$ cat config.mk
export PLATFORM = sky130hd
export DESIGN_NAME = enclave_call_fault_gate
export DESIGN_NICKNAME = d
export VERILOG_FILES = /design/src/shared/ecall_pkg.sv /design/src/rtl/leaf_decode.sv /design/src/rtl/enclave_call_fault_gate.sv
export VERILOG_INCLUDE_DIRS = /design/src /design/src/shared
export SDC_FILE = /design/constraint.sdc
export NUM_CORES = 1
export LEC_CHECK = 0
export ABC_AREA = 1
export ABC_CLOCK_PERIOD_IN_PS = 6700
export BUFFER_PORTS_ARGS = -buffer_cell sky130_fd_sc_hd__buf_2
export CORE_ASPECT_RATIO = 1.4
export CORE_MARGIN = 8
export CORE_UTILIZATION = 45
export DETAILED_ROUTE_END_ITERATION = 12
export PLACE_DENSITY = 0.69
export SLEW_MARGIN = 10
export SYNTH_ARGS = -nofsm -noshare
export SYNTH_HDL_FRONTEND = slang
export SYNTH_SLANG_ARGS = --single-unit
$ cat constraint.sdc
create_clock -name sys_clk -period 6.7 [get_ports sys_clk]
set_clock_uncertainty 0.05 [all_clocks]
set_input_delay 0.67 -clock sys_clk [delete_from_list [all_inputs] [get_ports sys_clk]]
set_output_delay 0.67 -clock sys_clk [all_outputs]
set_load 0.01 [all_outputs]
$ cat src/shared/ecall_defines.svh
/*
 * Offsets, field positions, reset values and leaf codes of the enclave
 * call fault gate. Assumes inclusion by bare name from rtl files.
 */
`ifndef ECALL_DEFINES_SVH
`define ECALL_DEFINES_SVH

// ==========================================================
// Register offsets (byte addresses, one word each)
`define ECG_OFF_CTRL 8'h00
`define ECG_OFF_MAP_LO 8'h04
`define ECG_OFF_MAP_HI 8'h08
`define ECG_OFF_STATUS 8'h0C
`define ECG_OFF_COUNT 8'h10

// ==========================================================
// Control register bit positions
`define ECG_CTRL_FEAT_LOCK 0
`define ECG_CTRL_FEAT_EN 1
`define ECG_CTRL_BASE_SUP 2
`define ECG_CTRL_VMM_SUP 3
`define ECG_CTRL_VMM_EXEC 4
`define ECG_CTRL_VMM_EXIT 5
`define ECG_CTRL_TRK_USER 6
`define ECG_CTRL_TRK_SUP 7
`define ECG_CTRL_WIDTH 8
`define ECG_CTRL_RESET 8'h00

// ==========================================================
// Status register fields
`define ECG_STAT_KIND_LSB 0
`define ECG_STAT_ADDR64 3
`define ECG_STAT_LEAF_LSB 8

// ==========================================================
// Leaf codes and limits
`define ECG_LEAF_REPORT 32'h00000000
`define ECG_LEAF_KEY 32'h00000001
`define ECG_LEAF_ENTER 32'h00000002
`define ECG_LEAF_RESUME 32'h00000003
`define ECG_LEAF_EXIT 32'h00000004
`define ECG_LEAF_ACCEPT 32'h00000005
`define ECG_LEAF_EXT_PERM 32'h00000006
`define ECG_LEAF_ACC_COPY 32'h00000007
`define ECG_LEAF_DEC_SSA 32'h00000009
`define ECG_USER_LEAF_MAX 32'h00000009
`define ECG_VMM_LEAF_MAX 32'h00000002
`define ECG_MAP_LAST 32'h0000003F
`define ECG_PRIV_USER 2'h3
`define ECG_PRIV_KERNEL 2'h0

`endif

$ cat src/shared/ecall_pkg.sv
/*
 * Types of the enclave call fault gate.
 * Assumes nothing beyond a SystemVerilog compiler.
 */
package ecall_pkg;

	// ==========================================================
	// Outcome of one gate evaluation
	typedef enum logic [2:0] {
		RES_DISPATCH = 3'b000,
		RES_TXN_ABORT = 3'b001,
		RES_INVALID_OP = 3'b010,
		RES_GEN_PROT = 3'b011,
		RES_NO_DEVICE = 3'b100,
		RES_TRACK_VIOL = 3'b101,
		RES_VM_EXIT = 3'b110
	} result_type;

endpackage : ecall_pkg

$ cat src/rtl/leaf_decode.sv
/*
 * Leaf index decode for both enclave call gates.
 * Assumes a leaf index already cut to the low 32 bits of the accumulator.
 */
`timescale 1ns/1ns
`include "ecall_defines.svh"

module leaf_decode (
	// Request
	input wire logic [31:0] leaf,
	input wire logic is_vmm,
	input wire logic inside_enclave,
	// Verdict
	output logic leaf_valid,
	output logic leaf_mode_bad
);

	// ==========================================================
	// Leaf legality
	// Every leaf from zero to the mode's limit passes, including undefined leaf 8 of the user call
	always_comb begin
		if (is_vmm) begin
			leaf_valid = (leaf <= `ECG_VMM_LEAF_MAX);
		end else begin
			leaf_valid = (leaf <= `ECG_USER_LEAF_MAX);
		end
	end

	// Enclave-mode conflicts only apply to the user call
	always_comb begin
		leaf_mode_bad = 1'b0;
		if (!is_vmm && inside_enclave) begin
			leaf_mode_bad = (leaf == `ECG_LEAF_ENTER) ||
				(leaf == `ECG_LEAF_RESUME);
		end else if (!is_vmm) begin
			leaf_mode_bad = (leaf == `ECG_LEAF_REPORT) ||
				(leaf == `ECG_LEAF_KEY) ||
				(leaf == `ECG_LEAF_EXIT) ||
				(leaf == `ECG_LEAF_ACCEPT) ||
				(leaf == `ECG_LEAF_EXT_PERM) ||
				(leaf == `ECG_LEAF_ACC_COPY) ||
				(leaf == `ECG_LEAF_DEC_SSA);
		end
	end

endmodule : leaf_decode

$ cat src/rtl/enclave_call_fault_gate.sv
/*
 * Fault check and dispatch gate for the user and hypervisor enclave
 * calls, with a classic Wishbone slave for its configuration.
 * Assumes request inputs come from core logic on sys_clk.
 */
`timescale 1ns/1ns
`include "ecall_defines.svh"

// Operation
// - Leaf is low 32 accumulator bits
// - User call: protection off, v86, management mode fault
// - User call faults below privilege three
// - User call: paging, fpu error, bad leaf
// - User call device fault when task switched
// - Transaction abort first, then fixed check order
// - Feature lock or enable clear: protection fault
// - 64-bit width needs long mode and long code
// - User call rejects 16-bit outside 64-bit mode
// - Inside enclave: enter or resume fault
// - Outside enclave: in-enclave leaves fault
// - User call: branch tracking wait violates unless clean resume
// - Lock, opsize, rep, vex prefixes fault
// - Segment, address-size, rex prefixes ignored
// - User call needs base enclave support
// - VMM call needs virtualization and consistent mode
// - VMM call faults above privilege zero
// - Guest VMM call needs execution enable
// - Guest exit map selects VM exit
// - VMM call needs vmm leaf support
// - VMM call: expand-down outside 64-bit mode, paging, bad leaf
module enclave_call_fault_gate (
	// Clock and reset
	input wire logic sys_clk,
	input wire logic rst_b,
	// Wishbone slave
	input wire logic wb_cyc,
	input wire logic wb_stb,
	input wire logic wb_we,
	input wire logic [31:0] wb_adr,
	input wire logic [3:0] wb_sel,
	input wire logic [31:0] wb_dat_w,
	output logic [31:0] wb_dat_r,
	output logic wb_ack,
	// Instruction request
	input wire logic req_valid,
	input wire logic req_vmm,
	input wire logic [63:0] rax,
	input wire logic [1:0] priv_level,
	input wire logic pfx_lock,
	input wire logic pfx_opsize,
	input wire logic pfx_rep,
	input wire logic pfx_vex,
	// Core state
	input wire logic protect_en,
	input wire logic v86_flag,
	input wire logic sys_mgmt_mode,
	input wire logic paging_en,
	input wire logic native_fpu_err,
	input wire logic task_switched,
	input wire logic txn_active,
	input wire logic inside_enclave,
	input wire logic long_mode_active,
	input wire logic code_seg_long,
	input wire logic code_seg_default32,
	input wire logic data_seg_expand_down,
	input wire logic virt_op,
	input wire logic guest_op,
	input wire logic user_branch_track_state,
	input wire logic sup_branch_track_state,
	// Result
	output logic res_valid,
	output ecall_pkg::result_type res_kind,
	output logic res_gp_zero,
	output logic [31:0] res_leaf,
	output logic res_addr64
);

	// ==========================================================
	// Reset synchroniser
	logic rst_meta_q;
	logic rst_q;

	// Release is delayed two edges so all flops leave reset together
	always_ff @(posedge sys_clk or negedge rst_b) begin
		if (!rst_b) begin
			rst_meta_q <= 1'b0;
			rst_q <= 1'b0;
		end else begin
			rst_meta_q <= 1'b1;
			rst_q <= rst_meta_q;
		end
	end

	// ==========================================================
	// Register file
	logic [`ECG_CTRL_WIDTH-1:0] ctrl_q;
	logic [63:0] exit_map_q;
	logic [31:0] count_q;
	logic bus_req;
	logic bus_wr;
	logic [7:0] bus_off;
	logic adr_hi_ok;

	assign bus_req = wb_cyc && wb_stb && !wb_ack;
	assign bus_wr = bus_req && wb_we;
	assign bus_off = wb_adr[7:0];
	assign adr_hi_ok = (wb_adr[31:8] == 24'h000000);

	// One-cycle answer; ack drops the cycle after it was given
	always_ff @(posedge sys_clk or negedge rst_q) begin
		if (!rst_q) begin
			wb_ack <= 1'b0;
		end else begin
			wb_ack <= bus_req;
		end
	end

	// Byte-lane writes to control and exit map
	always_ff @(posedge sys_clk or negedge rst_q) begin
		if (!rst_q) begin
			ctrl_q <= `ECG_CTRL_RESET;
			exit_map_q <= 64'h0000000000000000;
		end else if (bus_wr && adr_hi_ok) begin
			for (int b = 0; b < 4; b++) begin
				if (wb_sel[b]) begin
					if (bus_off == `ECG_OFF_CTRL && b == 0) begin
						ctrl_q <= wb_dat_w[7:0];
					end
					if (bus_off == `ECG_OFF_MAP_LO) begin
						exit_map_q[8*b +: 8] <= wb_dat_w[8*b +: 8];
					end
					if (bus_off == `ECG_OFF_MAP_HI) begin
						exit_map_q[32+8*b +: 8] <= wb_dat_w[8*b +: 8];
					end
				end
			end
		end
	end

	// Read mux; unmapped addresses answer with zero
	always_ff @(posedge sys_clk or negedge rst_q) begin
		if (!rst_q) begin
			wb_dat_r <= 32'h00000000;
		end else if (bus_req) begin
			wb_dat_r <= 32'h00000000;
			if (adr_hi_ok) begin
				unique case (bus_off)
					`ECG_OFF_CTRL: wb_dat_r <= {24'h000000, ctrl_q};
					`ECG_OFF_MAP_LO: wb_dat_r <= exit_map_q[31:0];
					`ECG_OFF_MAP_HI: wb_dat_r <= exit_map_q[63:32];
					`ECG_OFF_STATUS: begin
						wb_dat_r <= {16'h0000, res_leaf[7:0], 4'h0,
							res_addr64, res_kind};
					end
					`ECG_OFF_COUNT: wb_dat_r <= count_q;
					default: wb_dat_r <= 32'h00000000;
				endcase
			end
		end
	end

	// ==========================================================
	// Configuration fields
	logic feat_lock;
	logic feat_en;
	logic base_sup;
	logic vmm_sup;
	logic vmm_exec_en;
	logic vmm_exit_en;
	logic trk_en;

	assign feat_lock = ctrl_q[`ECG_CTRL_FEAT_LOCK];
	assign feat_en = ctrl_q[`ECG_CTRL_FEAT_EN];
	assign base_sup = ctrl_q[`ECG_CTRL_BASE_SUP];
	assign vmm_sup = ctrl_q[`ECG_CTRL_VMM_SUP];
	assign vmm_exec_en = ctrl_q[`ECG_CTRL_VMM_EXEC];
	assign vmm_exit_en = ctrl_q[`ECG_CTRL_VMM_EXIT];
	// Tracking enable follows the privilege level in force
	assign trk_en = (priv_level == `ECG_PRIV_USER) ?
		ctrl_q[`ECG_CTRL_TRK_USER] : ctrl_q[`ECG_CTRL_TRK_SUP];

	// ==========================================================
	// Request decode
	logic [31:0] leaf;
	logic mode64;
	logic bad_prefix;
	logic leaf_valid;
	logic leaf_mode_bad;
	logic tracker_wait;
	logic map_hit;
	logic [5:0] map_idx;

	// Upper accumulator half never reaches the leaf decode
	assign leaf = rax[31:0];
	assign mode64 = long_mode_active && code_seg_long;
	// Segment, address-size and rex prefixes have no input at all
	assign bad_prefix = pfx_lock || pfx_opsize || pfx_rep || pfx_vex;
	assign tracker_wait = (priv_level == `ECG_PRIV_USER) ?
		user_branch_track_state : sup_branch_track_state;
	assign map_idx = (leaf > 32'h0000003E) ? 6'h3F : leaf[5:0];
	assign map_hit = exit_map_q[map_idx];

	leaf_decode leaf_decode_inst (
		.leaf(leaf),
		.is_vmm(req_vmm),
		.inside_enclave(inside_enclave),
		.leaf_valid(leaf_valid),
		.leaf_mode_bad(leaf_mode_bad)
	);

	// ==========================================================
	// Fault priority, evaluated in architectural order
	ecall_pkg::result_type kind_d;

	always_comb begin
		kind_d = ecall_pkg::RES_DISPATCH;
		if (txn_active) begin
			kind_d = ecall_pkg::RES_TXN_ABORT;
		end else if (bad_prefix) begin
			kind_d = ecall_pkg::RES_INVALID_OP;
		end else if (!req_vmm) begin
			if (trk_en && tracker_wait && (leaf != `ECG_LEAF_RESUME ||
				task_switched || sys_mgmt_mode || !base_sup ||
				priv_level != `ECG_PRIV_USER)) begin
				kind_d = ecall_pkg::RES_TRACK_VIOL;
			end else if (!protect_en || v86_flag || sys_mgmt_mode) begin
				kind_d = ecall_pkg::RES_INVALID_OP;
			end else if (!base_sup) begin
				kind_d = ecall_pkg::RES_INVALID_OP;
			end else if (task_switched) begin
				kind_d = ecall_pkg::RES_NO_DEVICE;
			end else if (priv_level != `ECG_PRIV_USER) begin
				kind_d = ecall_pkg::RES_INVALID_OP;
			end else if (!feat_lock || !feat_en) begin
				kind_d = ecall_pkg::RES_GEN_PROT;
			end else if (!leaf_valid) begin
				kind_d = ecall_pkg::RES_GEN_PROT;
			end else if (!paging_en || !native_fpu_err) begin
				kind_d = ecall_pkg::RES_GEN_PROT;
			end else if (!mode64 && !code_seg_default32) begin
				kind_d = ecall_pkg::RES_GEN_PROT;
			end else if (leaf_mode_bad) begin
				kind_d = ecall_pkg::RES_GEN_PROT;
			end
		end else begin
			if (!protect_en || v86_flag || sys_mgmt_mode || !vmm_sup) begin
				kind_d = ecall_pkg::RES_INVALID_OP;
			end else if (!virt_op ||
				(long_mode_active && !code_seg_long)) begin
				kind_d = ecall_pkg::RES_INVALID_OP;
			end else if (priv_level != `ECG_PRIV_KERNEL) begin
				kind_d = ecall_pkg::RES_INVALID_OP;
			end else if (guest_op && !vmm_exec_en) begin
				kind_d = ecall_pkg::RES_INVALID_OP;
			end else if (guest_op && vmm_exit_en && map_hit) begin
				kind_d = ecall_pkg::RES_VM_EXIT;
			end else if (!feat_lock || !feat_en) begin
				kind_d = ecall_pkg::RES_GEN_PROT;
			end else if (!leaf_valid || !paging_en) begin
				kind_d = ecall_pkg::RES_GEN_PROT;
			end else if (!mode64 && data_seg_expand_down) begin
				kind_d = ecall_pkg::RES_GEN_PROT;
			end
		end
	end

	// ==========================================================
	// Result registers
	// Only the verdict is reported; the core commits nothing on a fault
	always_ff @(posedge sys_clk or negedge rst_q) begin
		if (!rst_q) begin
			res_valid <= 1'b0;
		end else begin
			res_valid <= req_valid;
		end
	end

	// Verdict holds until the next request
	always_ff @(posedge sys_clk or negedge rst_q) begin
		if (!rst_q) begin
			res_kind <= ecall_pkg::RES_DISPATCH;
			res_gp_zero <= 1'b0;
			res_leaf <= 32'h00000000;
			res_addr64 <= 1'b0;
		end else if (req_valid) begin
			res_kind <= kind_d;
			res_gp_zero <= (kind_d == ecall_pkg::RES_GEN_PROT);
			res_leaf <= leaf;
			res_addr64 <= mode64;
		end
	end

	// Count of requests that were dispatched, wraps silently
	always_ff @(posedge sys_clk or negedge rst_q) begin
		if (!rst_q) begin
			count_q <= 32'h00000000;
		end else if (req_valid && kind_d == ecall_pkg::RES_DISPATCH) begin
			count_q <= count_q + 32'h00000001;
		end
	end

	// ==========================================================
	// Checks
	AST_TXN_FIRST: assert property (@(posedge sys_clk)
		disable iff (!rst_q)
		req_valid && txn_active |=> res_valid &&
		res_kind == ecall_pkg::RES_TXN_ABORT)
		else $error("transaction abort not taken first");

	AST_PREFIX_UD: assert property (@(posedge sys_clk)
		disable iff (!rst_q)
		req_valid && !txn_active && pfx_rep |=>
		res_kind == ecall_pkg::RES_INVALID_OP)
		else $error("bad prefix not refused");

	AST_USER_PRIV: assert property (@(posedge sys_clk)
		disable iff (!rst_q)
		req_valid && !req_vmm && priv_level != 2'h3 |=>
		res_kind != ecall_pkg::RES_DISPATCH)
		else $error("user call dispatched below privilege three");

	AST_USER_NM: assert property (@(posedge sys_clk)
		disable iff (!rst_q)
		req_valid && !req_vmm && !txn_active && !bad_prefix &&
		!(trk_en && tracker_wait) && protect_en && !v86_flag &&
		!sys_mgmt_mode && base_sup && task_switched |=>
		res_kind == ecall_pkg::RES_NO_DEVICE)
		else $error("task switched did not give device fault");

	AST_VMM_PRIV: assert property (@(posedge sys_clk)
		disable iff (!rst_q)
		req_valid && req_vmm && priv_level != 2'h0 |=>
		res_kind != ecall_pkg::RES_DISPATCH &&
		res_kind != ecall_pkg::RES_GEN_PROT)
		else $error("vmm call above privilege zero");

	// Clean hypervisor call with the feature off must give a zero-code fault
	AST_FEATURE_GP: assert property (@(posedge sys_clk)
		disable iff (!rst_q)
		req_valid && req_vmm && !txn_active && !bad_prefix && protect_en &&
		!v86_flag && !sys_mgmt_mode && vmm_sup && virt_op && mode64 &&
		priv_level == 2'h0 && !guest_op && (!feat_lock || !feat_en) |=>
		res_kind == ecall_pkg::RES_GEN_PROT && res_gp_zero)
		else $error("feature off did not give zero code protection fault");

	AST_LEAF_WORD: assert property (@(posedge sys_clk)
		disable iff (!rst_q)
		req_valid |=> res_leaf == $past(rax[31:0]))
		else $error("leaf not taken from low accumulator word");

	AST_ADDR64: assert property (@(posedge sys_clk)
		disable iff (!rst_q)
		req_valid |=> res_addr64 ==
		($past(long_mode_active) && $past(code_seg_long)))
		else $error("address width wrong");

	AST_VMEXIT_GUEST: assert property (@(posedge sys_clk)
		disable iff (!rst_q)
		req_valid && (!req_vmm || !guest_op || !vmm_exit_en) |=>
		res_kind != ecall_pkg::RES_VM_EXIT)
		else $error("vm exit without guest exit enable");

	AST_BUS_ACK: assert property (@(posedge sys_clk)
		disable iff (!rst_q)
		wb_cyc && wb_stb && !wb_ack |=> wb_ack ##1 !wb_ack)
		else $error("bus ack not one cycle after request");

endmodule : enclave_call_fault_gate

---- After elaboration in Yosys (flattened, before gate mapping) ----
Index checks and enable logic that the tools add are counted.
operators by class
  shift operators ......................... 0
  multiply operators ...................... 0
  reductions and logical operators ........ 65
  divide/modulo/power cells ............... 0
  equality and inequality tests ........... 16
  magnitude comparators ................... 4
  add/sub/neg operators ................... 1
  multiplexer cells ....................... 31
  bitwise logic cells ..................... 0
operator list
  cell                   number
  $pmux 32 s5            1
  $eq 32x3->1 const B    4
  $eq 32x2->1 const B    2
  $mux 3                 12
  $add 32x1->32 const B  1
  $eq 32x1->1 const B    1
  $eq 32x4->1 const B    1
  $gt 32x6->1 const B    1
  $le 32x2->1 const B    1
  $le 32x4->1 const B    1
  $logic_not 32->1       1
  $mux 32                1
  $ne 32x2->1 const B    1
  $reduce_and 3->1       9
  $logic_not 24->1       1
  $logic_or 1x1->1       21
  $mux 2                 9
  $eq 8x4->1 const B     2
  $logic_and 1x1->1      15
  $logic_not 1->1        15
  $eq 8x3->1 const B     1
  $eq 8x5->1 const B     1
  $logic_not 8->1        1
  $lt 6x7->1 const B     1
  other kinds (8)        13
word-level totals
  logic and storage cells ................. 136
  bits of input ports ..................... 161
  bits in registers ....................... 177
  bits in writable memories ............... 0
  bits in latches ......................... 0
  memories kept ........................... 0
  bits in read-only memories .............. 0
  output and inout bits ................... 71

---- Longest topological paths before layout ----
Gate-level depths: netlist (run 1).
  depth in word-level cells ............... 24
  depth in mapped cells ................... 23
  gate-level depth less buffers ........... 21

---- Hierarchy ----
A second synthesis (run 1) with hierarchy kept.
unflattened totals
  cells, all modules ...................... 1261
  area total of the unflattened synthesis .. 9492.9 um2
modules (own cells, without submodules)
  module                   seq. area each (um2)  instances  area each (um2)  cells each
  enclave_call_fault_gate  4429.2                1          9308.9           1215
  leaf_decode              0.0                   1          183.9            46

---- Worst setup path after synthesis (run 1) ----
OpenSTA, ideal clock, no wires.
  path type ............................... input to register
  from .................................... input rax[0]
  to ...................................... register count_q[31]
  required time ........................... 6.529 ns
  stages .................................. 21
  path slack .............................. 3.841 ns
  data arrival time ....................... 2.688 ns
  path buffers ............................ 3
  setup time .............................. 0.121 ns
  cells stage by stage .................... buf_2 > nand2_2 > inv_2 > a21boi_4 > nand3_4 > inv_2 > buf_4 > nand3_1 > nand3_1 > nand3_1 > nand3_1 > nand3_1 > nand3_1 > nand2_1 > nand2_1 > nand2_1 > nand2_2 > nand2_4 > buf_2 > o21bai_1 > nand2_1
on the way
  longest elaborated chain between the ends .. 24
  elaborated cells between the ends (all ways) .. 56
  those cells by class .................... 3 x order compare; 9 x eq/ne; 26 x mux; 18 x reduce/logical
ends and longest elaborated chain
  what                                                                  line                            text
  start: declaration                                                    enclave_call_fault_gate.sv:47   input wire logic [63:0] rax,
  parallel branches: the longest is 19 deep, another holds $gt 32x6->1  --
  $mux 3 (*)                                                            enclave_call_fault_gate.sv:221  end else if (!req_vmm) begin
  $mux 3 (*)                                                            enclave_call_fault_gate.sv:219  end else if (bad_prefix) begin
  $mux 3 (*)                                                            enclave_call_fault_gate.sv:217  if (txn_active) begin
  $logic_not 3->1 (*)                                                   enclave_call_fault_gate.sv:297  end else if (req_valid && kind_d == ecall_pkg::RES_DISPATCH) begin
  $logic_and 1x1->1 (*)                                                 enclave_call_fault_gate.sv:297
  end signal: assignment                                                enclave_call_fault_gate.sv:298  count_q <= count_q + 32'h00000001;
  end: declaration                                                      enclave_call_fault_gate.sv:98   logic [31:0] count_q;
Mark *: on every way between the ends. The select of a mux whose other input is x is not followed.
A chain may end at the register's enable or synchronous reset.

---- Worst setup path in the final report (run 1) ----
  from .................................... input rax[22]
  to ...................................... register count_q[9]
Same word-level chain as after synthesis.

==> impl_metrics.ini, run 1 <==
[outcome]
outcome = finished clean

[yosys]
synthDistinctLibCells = 38
synth.net_count = 1377
post_synth_inst_count = 1215
synth_top_flop_cell = sky130_fd_sc_hd__dfrtp_1
yosysSeqAreaShare = 0.470
synth_enable_flop_cells = 0
postSynthRegisterBits = 177
synth_top_area_cell = sky130_fd_sc_hd__dfrtp_1
yosysWarningCount = 0
synth_area_leaders = sky130_fd_sc_hd__dfrtp_1 47%, sky130_fd_sc_hd__nand2_1 15%, sky130_fd_sc_hd__o21ai_0 6.7%
synthesis.area_um2 = 9430
synth.top_cell.area_share = 0.470
asyncSetResetFlopFracSynth = 1.00
post_synth.cell_area_avg_um2 = 7.76

[critical_path]
worstReg2RegEnd = count_q[9]
criticalPathCategory = input port to register
wp_data_required_ps = 7040
worst_reg2reg_path_startpoint = exit_map_q[49]
regToRegSetupSlack_ps = 3730
critical_path.max_fanout = 32
timing.critical_path.to_type = register
ff2ff_path_depth = 17
cp-start-kind = input port
worst_ep_arrival_time_ps = 4860

[sta]
worstMarginPinSlew_ps = 1060
final_worst_path_period_need_ps = 4520
slew_violations = 0
hold_viol = 0
fin_ws_ps = 2180
finalCritPeriodShare = 0.675
maxSlewHeadroom = 0.289
grt_setup_unrepaired = false
setup_violations = 0
setup-tns-final_ps = 0
max_freq_ghz = 0.221

[floorplanning]
io-pin-count = 232
core_area_um2 = 20600
fp.dieH_um = 187
die-area_um2 = 25900
initial_util = 0.459
die_x_um = 138
fp-row-count = 62

[worst_hold_path]
holdPathEnd = rst_q
min-delay-start = rst_meta_q
hold_path_class = register to register
hold-path-cell-count = 0

[routing]
postRouteWirelength_um = 30300
detailroute.via_count = 9062
route.detailed.wl_per_inst_um = 18.3
drt_iter0_drc = 681
vias_per_cell = 5.48
drt_pass1_iterations = 7
drc = 0
antenna_left = 0

[layout]
final_cells = 1655
area.growth.synth_to_final_pct = 18.4
design_area_um2 = 11200
fin_nets = 1548
antenna_cells = 0
layout-drive-gt1-share = 0.186
count_of_fill_cells_added_during_filler_insertion = 1923

[power]
sw_power_uw = 766
power.clock.fraction = 0.393
report.power.total_uw = 2600
ir_drop_v = 0.000173
switching_share = 0.295
internal_power_uw = 1830
share_seq_of_total_power = 0.465
power_density_nw_per_um2 = 233
power.leakage_uw = 0.00542
comb_power_share = 0.141

[clock_tree]
clockBufferDepth = 2
clk_latency_ps = 450
cts_root_cell = sky130_fd_sc_hd__clkbuf_16
count_of_clock_tree_sinks = 177
h-tree-depth = 4
cts_tree = done
cts-buffers-inserted = 17
clkSlewWorstSetupHoldPaths_ps = 70

[global_routing]
grt_antenna_before_repair = 0
grt_util_all_layers = 0.231
grt_pass1_vias = 9079
globalRouteMet1Util = 0.255
busiest_layer = met2
first_pass_grt_wire_length_um = 48500
grt_overflow_total = 0
groute.layer.met2.usage = 0.396
met3_usage = 0.0722
maximum_number_of_pins_on_one_net_before_global_route_repair = 79

[placement]
dpl.cell_count = 1622
numPortBuffers = 199
place_area_um2 = 10600
placement.setup.worst_slack_ps = 1780
place_hpwl_um = 22800
routabilityCongestion = 0.912

[job]
max_cap_viol_count = 0
-- worst max path at each step --
stage                              to  cells after the start     from  slack [ps]
after floorplan            count_q[0]                      0    rst_q        1350
after global placement    count_q[11]                     23  rax[22]        1820
after detailed placement   count_q[9]                     23  rax[22]        1780
after CTS                 count_q[10]                     23  rax[22]        2220
after global routing       count_q[9]                     23  rax[22]        1780
final                      count_q[9]                     23  rax[22]        2180
-- critical path, cell delays in order --
cell and delay (ps):
sky130_fd_sc_hd__buf_2 100, sky130_fd_sc_hd__nor2_1 200, sky130_fd_sc_hd__nand2_1 80, sky130_fd_sc_hd__nor2_1 100
sky130_fd_sc_hd__nand2_1 80, sky130_fd_sc_hd__nor2_4 410, sky130_fd_sc_hd__buf_4 380, sky130_fd_sc_hd__nand3_4 360
sky130_fd_sc_hd__nand2_1 160, sky130_fd_sc_hd__nand3_1 90, sky130_fd_sc_hd__nand3_1 90, sky130_fd_sc_hd__nand3_1 140
sky130_fd_sc_hd__nand3_1 130, sky130_fd_sc_hd__nand3_1 90, sky130_fd_sc_hd__nand3_1 220, sky130_fd_sc_hd__nand2_1 80
sky130_fd_sc_hd__nand2_1 60, sky130_fd_sc_hd__nand2_1 80, sky130_fd_sc_hd__nand2_2 100, sky130_fd_sc_hd__nand2_4 240
sky130_fd_sc_hd__nor2_4 690, sky130_fd_sc_hd__nand2_1 140, sky130_fd_sc_hd__nand2_1 100
-- state kept, by name (all words and copies together) (netlist names) --
register,count
ctrl_q,8
wb_dat_r,32
res_gp_zero,1
rst_meta_q,1
res_valid,1
res_leaf,32
exit_map_q,64
count_q,32
res_kind,3
wb_ack,1
rst_q,1
res_addr64,1
-- synth_stat cells, types with 2 or more instances --
| cell | n |
|---|---|
| sky130_fd_sc_hd__a211oi_1 | 3 |
| sky130_fd_sc_hd__a21boi_0 | 2 |
| sky130_fd_sc_hd__a21oi_1 | 4 |
| sky130_fd_sc_hd__a221oi_1 | 29 |
| sky130_fd_sc_hd__a31oi_1 | 2 |
| sky130_fd_sc_hd__buf_2 | 13 |
| sky130_fd_sc_hd__buf_4 | 4 |
| sky130_fd_sc_hd__buf_6 | 4 |
| sky130_fd_sc_hd__clkbuf_1 | 35 |
| sky130_fd_sc_hd__dfrtp_1 | 177 |
| sky130_fd_sc_hd__inv_1 | 108 |
| sky130_fd_sc_hd__inv_2 | 5 |
| sky130_fd_sc_hd__nand2_1 | 370 |
| sky130_fd_sc_hd__nand2_2 | 3 |
| sky130_fd_sc_hd__nand3_1 | 85 |
| sky130_fd_sc_hd__nand3_4 | 2 |
| sky130_fd_sc_hd__nand4_1 | 41 |
| sky130_fd_sc_hd__nor2_1 | 76 |
| sky130_fd_sc_hd__nor2_4 | 3 |
| sky130_fd_sc_hd__nor3_1 | 20 |
| sky130_fd_sc_hd__nor3b_1 | 3 |
| sky130_fd_sc_hd__nor4_1 | 12 |
| sky130_fd_sc_hd__nor4_2 | 2 |
| sky130_fd_sc_hd__o21a_1 | 2 |
| sky130_fd_sc_hd__o21ai_0 | 127 |
| sky130_fd_sc_hd__o21bai_1 | 30 |
| sky130_fd_sc_hd__o22ai_1 | 12 |
| sky130_fd_sc_hd__or4_1 | 2 |
| sky130_fd_sc_hd__xor2_1 | 30 |
-- logic make-up after synthesis --
group / count (synthesis) / synth area share
flops: 177 / 0.470
other cells: 1 / 0.000398
simple gates: 622 / 0.287
xor+xnor: 30 / 0.0279
buf+inv: 170 / 0.0742
compound gates: 214 / 0.139
fa+ha+maj: 1 / 0.00133
-- layer usage --
metal / vias up / routed length [um]
met5: - / 0
met4: 0 / 1140
met3: 61 / 2380
met2: 365 / 14900
met1: 4238 / 11900
li1: 4398 / -
-- cell usage in the layout, fill, tap and decap left out, types with 3 or more instances in the layout --
| cell | netlist | final |
|---|---|---|
| sky130_fd_sc_hd__a21oi_1 | 4 | 4 |
| sky130_fd_sc_hd__inv_2 | 5 | 5 |
| sky130_fd_sc_hd__nor3b_1 | 3 | 3 |
| sky130_fd_sc_hd__inv_6 | 0 | 5 |
| sky130_fd_sc_hd__a211oi_1 | 3 | 3 |
| sky130_fd_sc_hd__nor2_4 | 3 | 3 |
| sky130_fd_sc_hd__o22ai_1 | 12 | 12 |
| sky130_fd_sc_hd__nor4_1 | 12 | 12 |
| sky130_fd_sc_hd__o21ai_0 | 127 | 127 |
| sky130_fd_sc_hd__clkbuf_16 | 0 | 17 |
| sky130_fd_sc_hd__inv_8 | 0 | 3 |
| sky130_fd_sc_hd__clkinvlp_4 | 0 | 3 |
| sky130_fd_sc_hd__nor3_1 | 20 | 20 |
| sky130_fd_sc_hd__o21bai_1 | 30 | 30 |
| sky130_fd_sc_hd__buf_2 | 13 | 199 |
| sky130_fd_sc_hd__nand4_1 | 41 | 41 |
| sky130_fd_sc_hd__nand3_1 | 85 | 85 |
| sky130_fd_sc_hd__nand2_1 | 370 | 370 |
| sky130_fd_sc_hd__a221oi_1 | 29 | 29 |
| sky130_fd_sc_hd__inv_1 | 108 | 108 |
| sky130_fd_sc_hd__nor2_1 | 76 | 76 |
| sky130_fd_sc_hd__nand2_2 | 3 | 3 |
| sky130_fd_sc_hd__xor2_1 | 30 | 30 |
| sky130_fd_sc_hd__buf_4 | 4 | 9 |
| sky130_fd_sc_hd__dfrtp_1 | 177 | 176 |
-- layout make-up --
cell class	instances	area, um2	share of cell area
multi-input cells	868	4320	0.387
flip-flops and latches	177	4430	0.397
clock inverters	15	170	0.0152
inverters	113	424	0.0380
repair buffers	209	1070	0.0962
well taps	256	320	0.0287
clock buffers	17	425	0.0381
-- power groups by stage --
stage | combinational, uW | clock [uW] | sequential (uW)
finish | 367 | 1020 | 1210
global route | 413 | 1080 | 1220
CTS | 370 | 1040 | 1210
detailed placement | 368 | 0 | 1230
global placement | 357 | 0 | 1230
floorplan | 216 | 0 | 1230
-- what timing repair did --
action	in CTS	in global routing
endpoints found under the hold margin	2	0
resized for setup	0	0
hold buffers	1	0
setup buffers	0	0
-- per-stage QoR --
stage          utilization  hold slack [ps]
2_1_floorplan            -              281
3_3_place_gp         0.514              287
3_5_place_dp         0.514              291
4_1_cts              0.543              308
5_1_grt              0.543              327
6_report             0.543              305
Note: power is estimated with default switching activity, not from simulation.
==> inputs of run 2 (changes only) <==
--- a/config.mk
+++ b/config.mk
@@ -6,14 +6,14 @@
 export SDC_FILE = /design/constraint.sdc
 export NUM_CORES = 1
 export LEC_CHECK = 0
-export ABC_AREA = 1
-export ABC_CLOCK_PERIOD_IN_PS = 6700
+export ABC_AREA = 0
+export ABC_CLOCK_PERIOD_IN_PS = 3700
 export BUFFER_PORTS_ARGS = -buffer_cell sky130_fd_sc_hd__buf_2
 export CORE_ASPECT_RATIO = 1.4
 export CORE_MARGIN = 8
 export CORE_UTILIZATION = 45
 export DETAILED_ROUTE_END_ITERATION = 12
-export PLACE_DENSITY = 0.69
+export PLACE_DENSITY = 0.73
 export SLEW_MARGIN = 10
 export SYNTH_ARGS = -nofsm -noshare
 export SYNTH_HDL_FRONTEND = slang
==> constraint.sdc (replaced) <==
create_clock -name sys_clk -period 3.7 [get_ports sys_clk]
set_clock_uncertainty 0.05 [all_clocks]
set_input_delay 0.37 -clock sys_clk [delete_from_list [all_inputs] [get_ports sys_clk]]
set_output_delay 0.37 -clock sys_clk [all_outputs]
set_load 0.01 [all_outputs]
==> run 2 against run 1 <==
Global-route usage shrank 1.3 points; worst setup slack got worse by 1900 ps; largest power group unchanged; sequential power rose by 67%; highest routed layer is now met5; critical endpoint is now count_q[3].
==> impl_metrics.ini, run 2 <==
[floorplanning]
die_x_um = 132
io-pin-count = 232
core_area_um2 = 18600
fp.dieH_um = 179
initial_util = 0.460
fp-row-count = 59
die-area_um2 = 23700

[clock_tree]
clk_latency_ps = 440
clkSlewWorstSetupHoldPaths_ps = 80
clockBufferDepth = 2
h-tree-depth = 4
cts_root_cell = sky130_fd_sc_hd__clkbuf_16
count_of_clock_tree_sinks = 177
cts-buffers-inserted = 17
cts.repair_timing.setup_buffer_count = 0
post_cts.resized_instances = 0
cts_hold_repair_buffers = 1
cts_tree = done

[global_routing]
maximum_number_of_pins_on_one_net_before_global_route_repair = 75
grt_antenna_before_repair = 4
first_pass_grt_wire_length_um = 40600
grt_pass1_vias = 7391
grt_util_all_layers = 0.218
grt_overflow_total = 0

[yosys]
postSynthRegisterBits = 177
post_synth.cell_area_avg_um2 = 11.6
post_synth_inst_count = 734
synth_top_flop_cell = sky130_fd_sc_hd__dfrtp_1
synth_enable_flop_cells = 0
yosysWarningCount = 0
synth_area_leaders = sky130_fd_sc_hd__dfrtp_1 52%, sky130_fd_sc_hd__mux2_2 15%, sky130_fd_sc_hd__a222oi_1 3.7%
synth.net_count = 896
synthesis.area_um2 = 8550
synthDistinctLibCells = 63
synthTopCellsByCount = 177 x sky130_fd_sc_hd__dfrtp_1, 114 x sky130_fd_sc_hd__mux2_2, 76 x sky130_fd_sc_hd__nand2_1
asyncSetResetFlopFracSynth = 1.00
post-synth-top-count-cell = sky130_fd_sc_hd__dfrtp_1
yosysSeqAreaShare = 0.518
synth_top_area_cell = sky130_fd_sc_hd__dfrtp_1
synth.top_cell.area_share = 0.518

[critical_path]
ff2ff_path_depth = 10
cp-start-kind = register
wp_data_required_ps = 3960
worst_ep_arrival_time_ps = 3650
critical_path.max_fanout = 23
worst_reg2reg_path_startpoint = ctrl_q[2]
worstReg2RegEnd = count_q[3]
timing.critical_path.to_type = register
regToRegSetupSlack_ps = 310
criticalPathCategory = register to register

[layout]
top_register = exit_map_q
largest_reg_flops = 64
layout-drive-gt1-share = 0.411
layout.cells.most_common = sky130_fd_sc_hd__buf_2
count_of_fill_cells_added_during_filler_insertion = 1621
final_cell_mix = 199 x sky130_fd_sc_hd__buf_2, 176 x sky130_fd_sc_hd__dfrtp_1, 114 x sky130_fd_sc_hd__mux2_2
final_cells = 1199
fin_nets = 1102
area.growth.synth_to_final_pct = 22.9
post-route-util = 0.565

[placement]
dpl.cell_count = 1164
place_hpwl_um = 19500
routabilityCongestion = 0.896
numPortBuffers = 199

[power]
share_seq_of_total_power = 0.491
power.leakage_uw = 0.00511
comb_power_share = 0.080
power.clock.fraction = 0.429
sw_power_uw = 1020
power_density_nw_per_um2 = 391
ir_drop_v = 0.000247
internal_power_uw = 3090
switching_share = 0.249

[sta]
maxSlewHeadroom = 0.350
max_freq_ghz = 0.295
finalCritPeriodShare = 0.917
holdWs_ps = 124
hold_viol = 0
slew_violations = 0
setup-tns-final_ps = 0
grt_setup_unrepaired = false
worstMarginPinSlew_ps = 976
setup_violations = 0
final_worst_path_period_need_ps = 3390

[routing]
drt_iter0_drc = 604
drc = 0
drt_pass1_iterations = 6
antenna_left = 0
detailroute.via_count = 6963
vias_per_cell = 5.81
postRouteWirelength_um = 25700
route.detailed.wl_per_inst_um = 21.5

[job]
max_cap_viol_count = 0

[worst_hold_path]
hold_path_class = input port to register
hold-path-cell-count = 2
holdPathEnd = exit_map_q[8]
min-delay-start = wb_dat_w[8]

[outcome]
outcome = finished clean
run 2: cell types whose count changed after synthesis, moves of 10 or more:
cell,change
sky130_fd_sc_hd__nand4_1,-36
sky130_fd_sc_hd__o21bai_1,-30
sky130_fd_sc_hd__a21boi_0,+10
sky130_fd_sc_hd__and3_1,+15
sky130_fd_sc_hd__mux2_2,+114
sky130_fd_sc_hd__nand3_1,-69
sky130_fd_sc_hd__nand2_1,-294
sky130_fd_sc_hd__a221oi_1,-29
sky130_fd_sc_hd__a222oi_1,+32
sky130_fd_sc_hd__inv_1,-99
sky130_fd_sc_hd__buf_2,-10
sky130_fd_sc_hd__nor2_1,-46
sky130_fd_sc_hd__o21ai_0,-91
run 2: how the worst max path moves through the flow:
stage,endpoint,start
6_report,count_q[3],ctrl_q[2]
5_1_grt,count_q[23],exit_map_q[17]
4_1_cts,count_q[3],ctrl_q[2]
3_5_place_dp,count_q[3],rax[28]
3_3_place_gp,count_q[3],rax[28]
2_1_floorplan,count_q[1],rax[31]
run 2: logic make-up (layout without fill, tap and decap cells):
logic type | Yosys count | count (layout) | synth area share
and+or+nand+nor | 213 | 213 | 0.129
DFF | 177 | 177 | 0.518
AOI/OAI and AO/OA | 133 | 133 | 0.117
muxes | 130 | 130 | 0.181
buffers and inverters | 48 | 267 | 0.0224
xor gates and xnor gates | 31 | 31 | 0.0318
adders and majority gates | 1 | 1 | 0.00146
other | 1 | 3 | 0.000439
run 2: through the flow:
stage,setup slack [ps],instance area [um2],total power (uW)
floorplan,451,8550,2200
finish,307,10500,4110
CTS,323,10500,4140
global route,108,10500,4260
global placement,33.2,9930,2380
detailed placement,-25.1,9930,2390
run 2: cell type report:
class / instances / area, um2 / share of cell area
Antenna cell: 2 / 5.00 / 0.000476
Clock buffer: 20 / 447 / 0.0425
Clock inverter: 12 / 120 / 0.0114
Inverter: 9 / 33.8 / 0.00321
Multi-Input combinational cell: 509 / 3940 / 0.375
Sequential cell: 177 / 4430 / 0.422
Tap cell: 244 / 305 / 0.0291
Timing Repair Buffer: 226 / 1230 / 0.117
run 2: routing by layer:
layer / global-route usage / share of wire / vias up
li1: - / - / 3176
met1: 0.245 / 0.39 / 3446
met5: 0 / 0.00086 / -
met3: 0.0611 / 0.069 / 53
met4: 0.0854 / 0.027 / 4
met2: 0.385 / 0.52 / 284
run 2: worst max-delay path, cell delays in order (launching register included):
cell and delay (ps):
sky130_fd_sc_hd__dfrtp_1 460, sky130_fd_sc_hd__or4b_1 440, sky130_fd_sc_hd__or4_1 400, sky130_fd_sc_hd__or4_4 430
sky130_fd_sc_hd__a21oi_1 230, sky130_fd_sc_hd__or3_2 180, sky130_fd_sc_hd__a22oi_1 100, sky130_fd_sc_hd__a22o_1 310
sky130_fd_sc_hd__buf_12 180, sky130_fd_sc_hd__or3_1 370, sky130_fd_sc_hd__xnor2_1 130
run 2: power groups by stage:
stage | Combinational [uW] | Sequential (uW) | Clock (uW)
after floorplan | 114 | 2090 | 0
after global placement | 324 | 2060 | 0
after detailed placement | 330 | 2060 | 0
after CTS | 331 | 2020 | 1790
after global routing | 358 | 2030 | 1880
final | 328 | 2020 | 1760
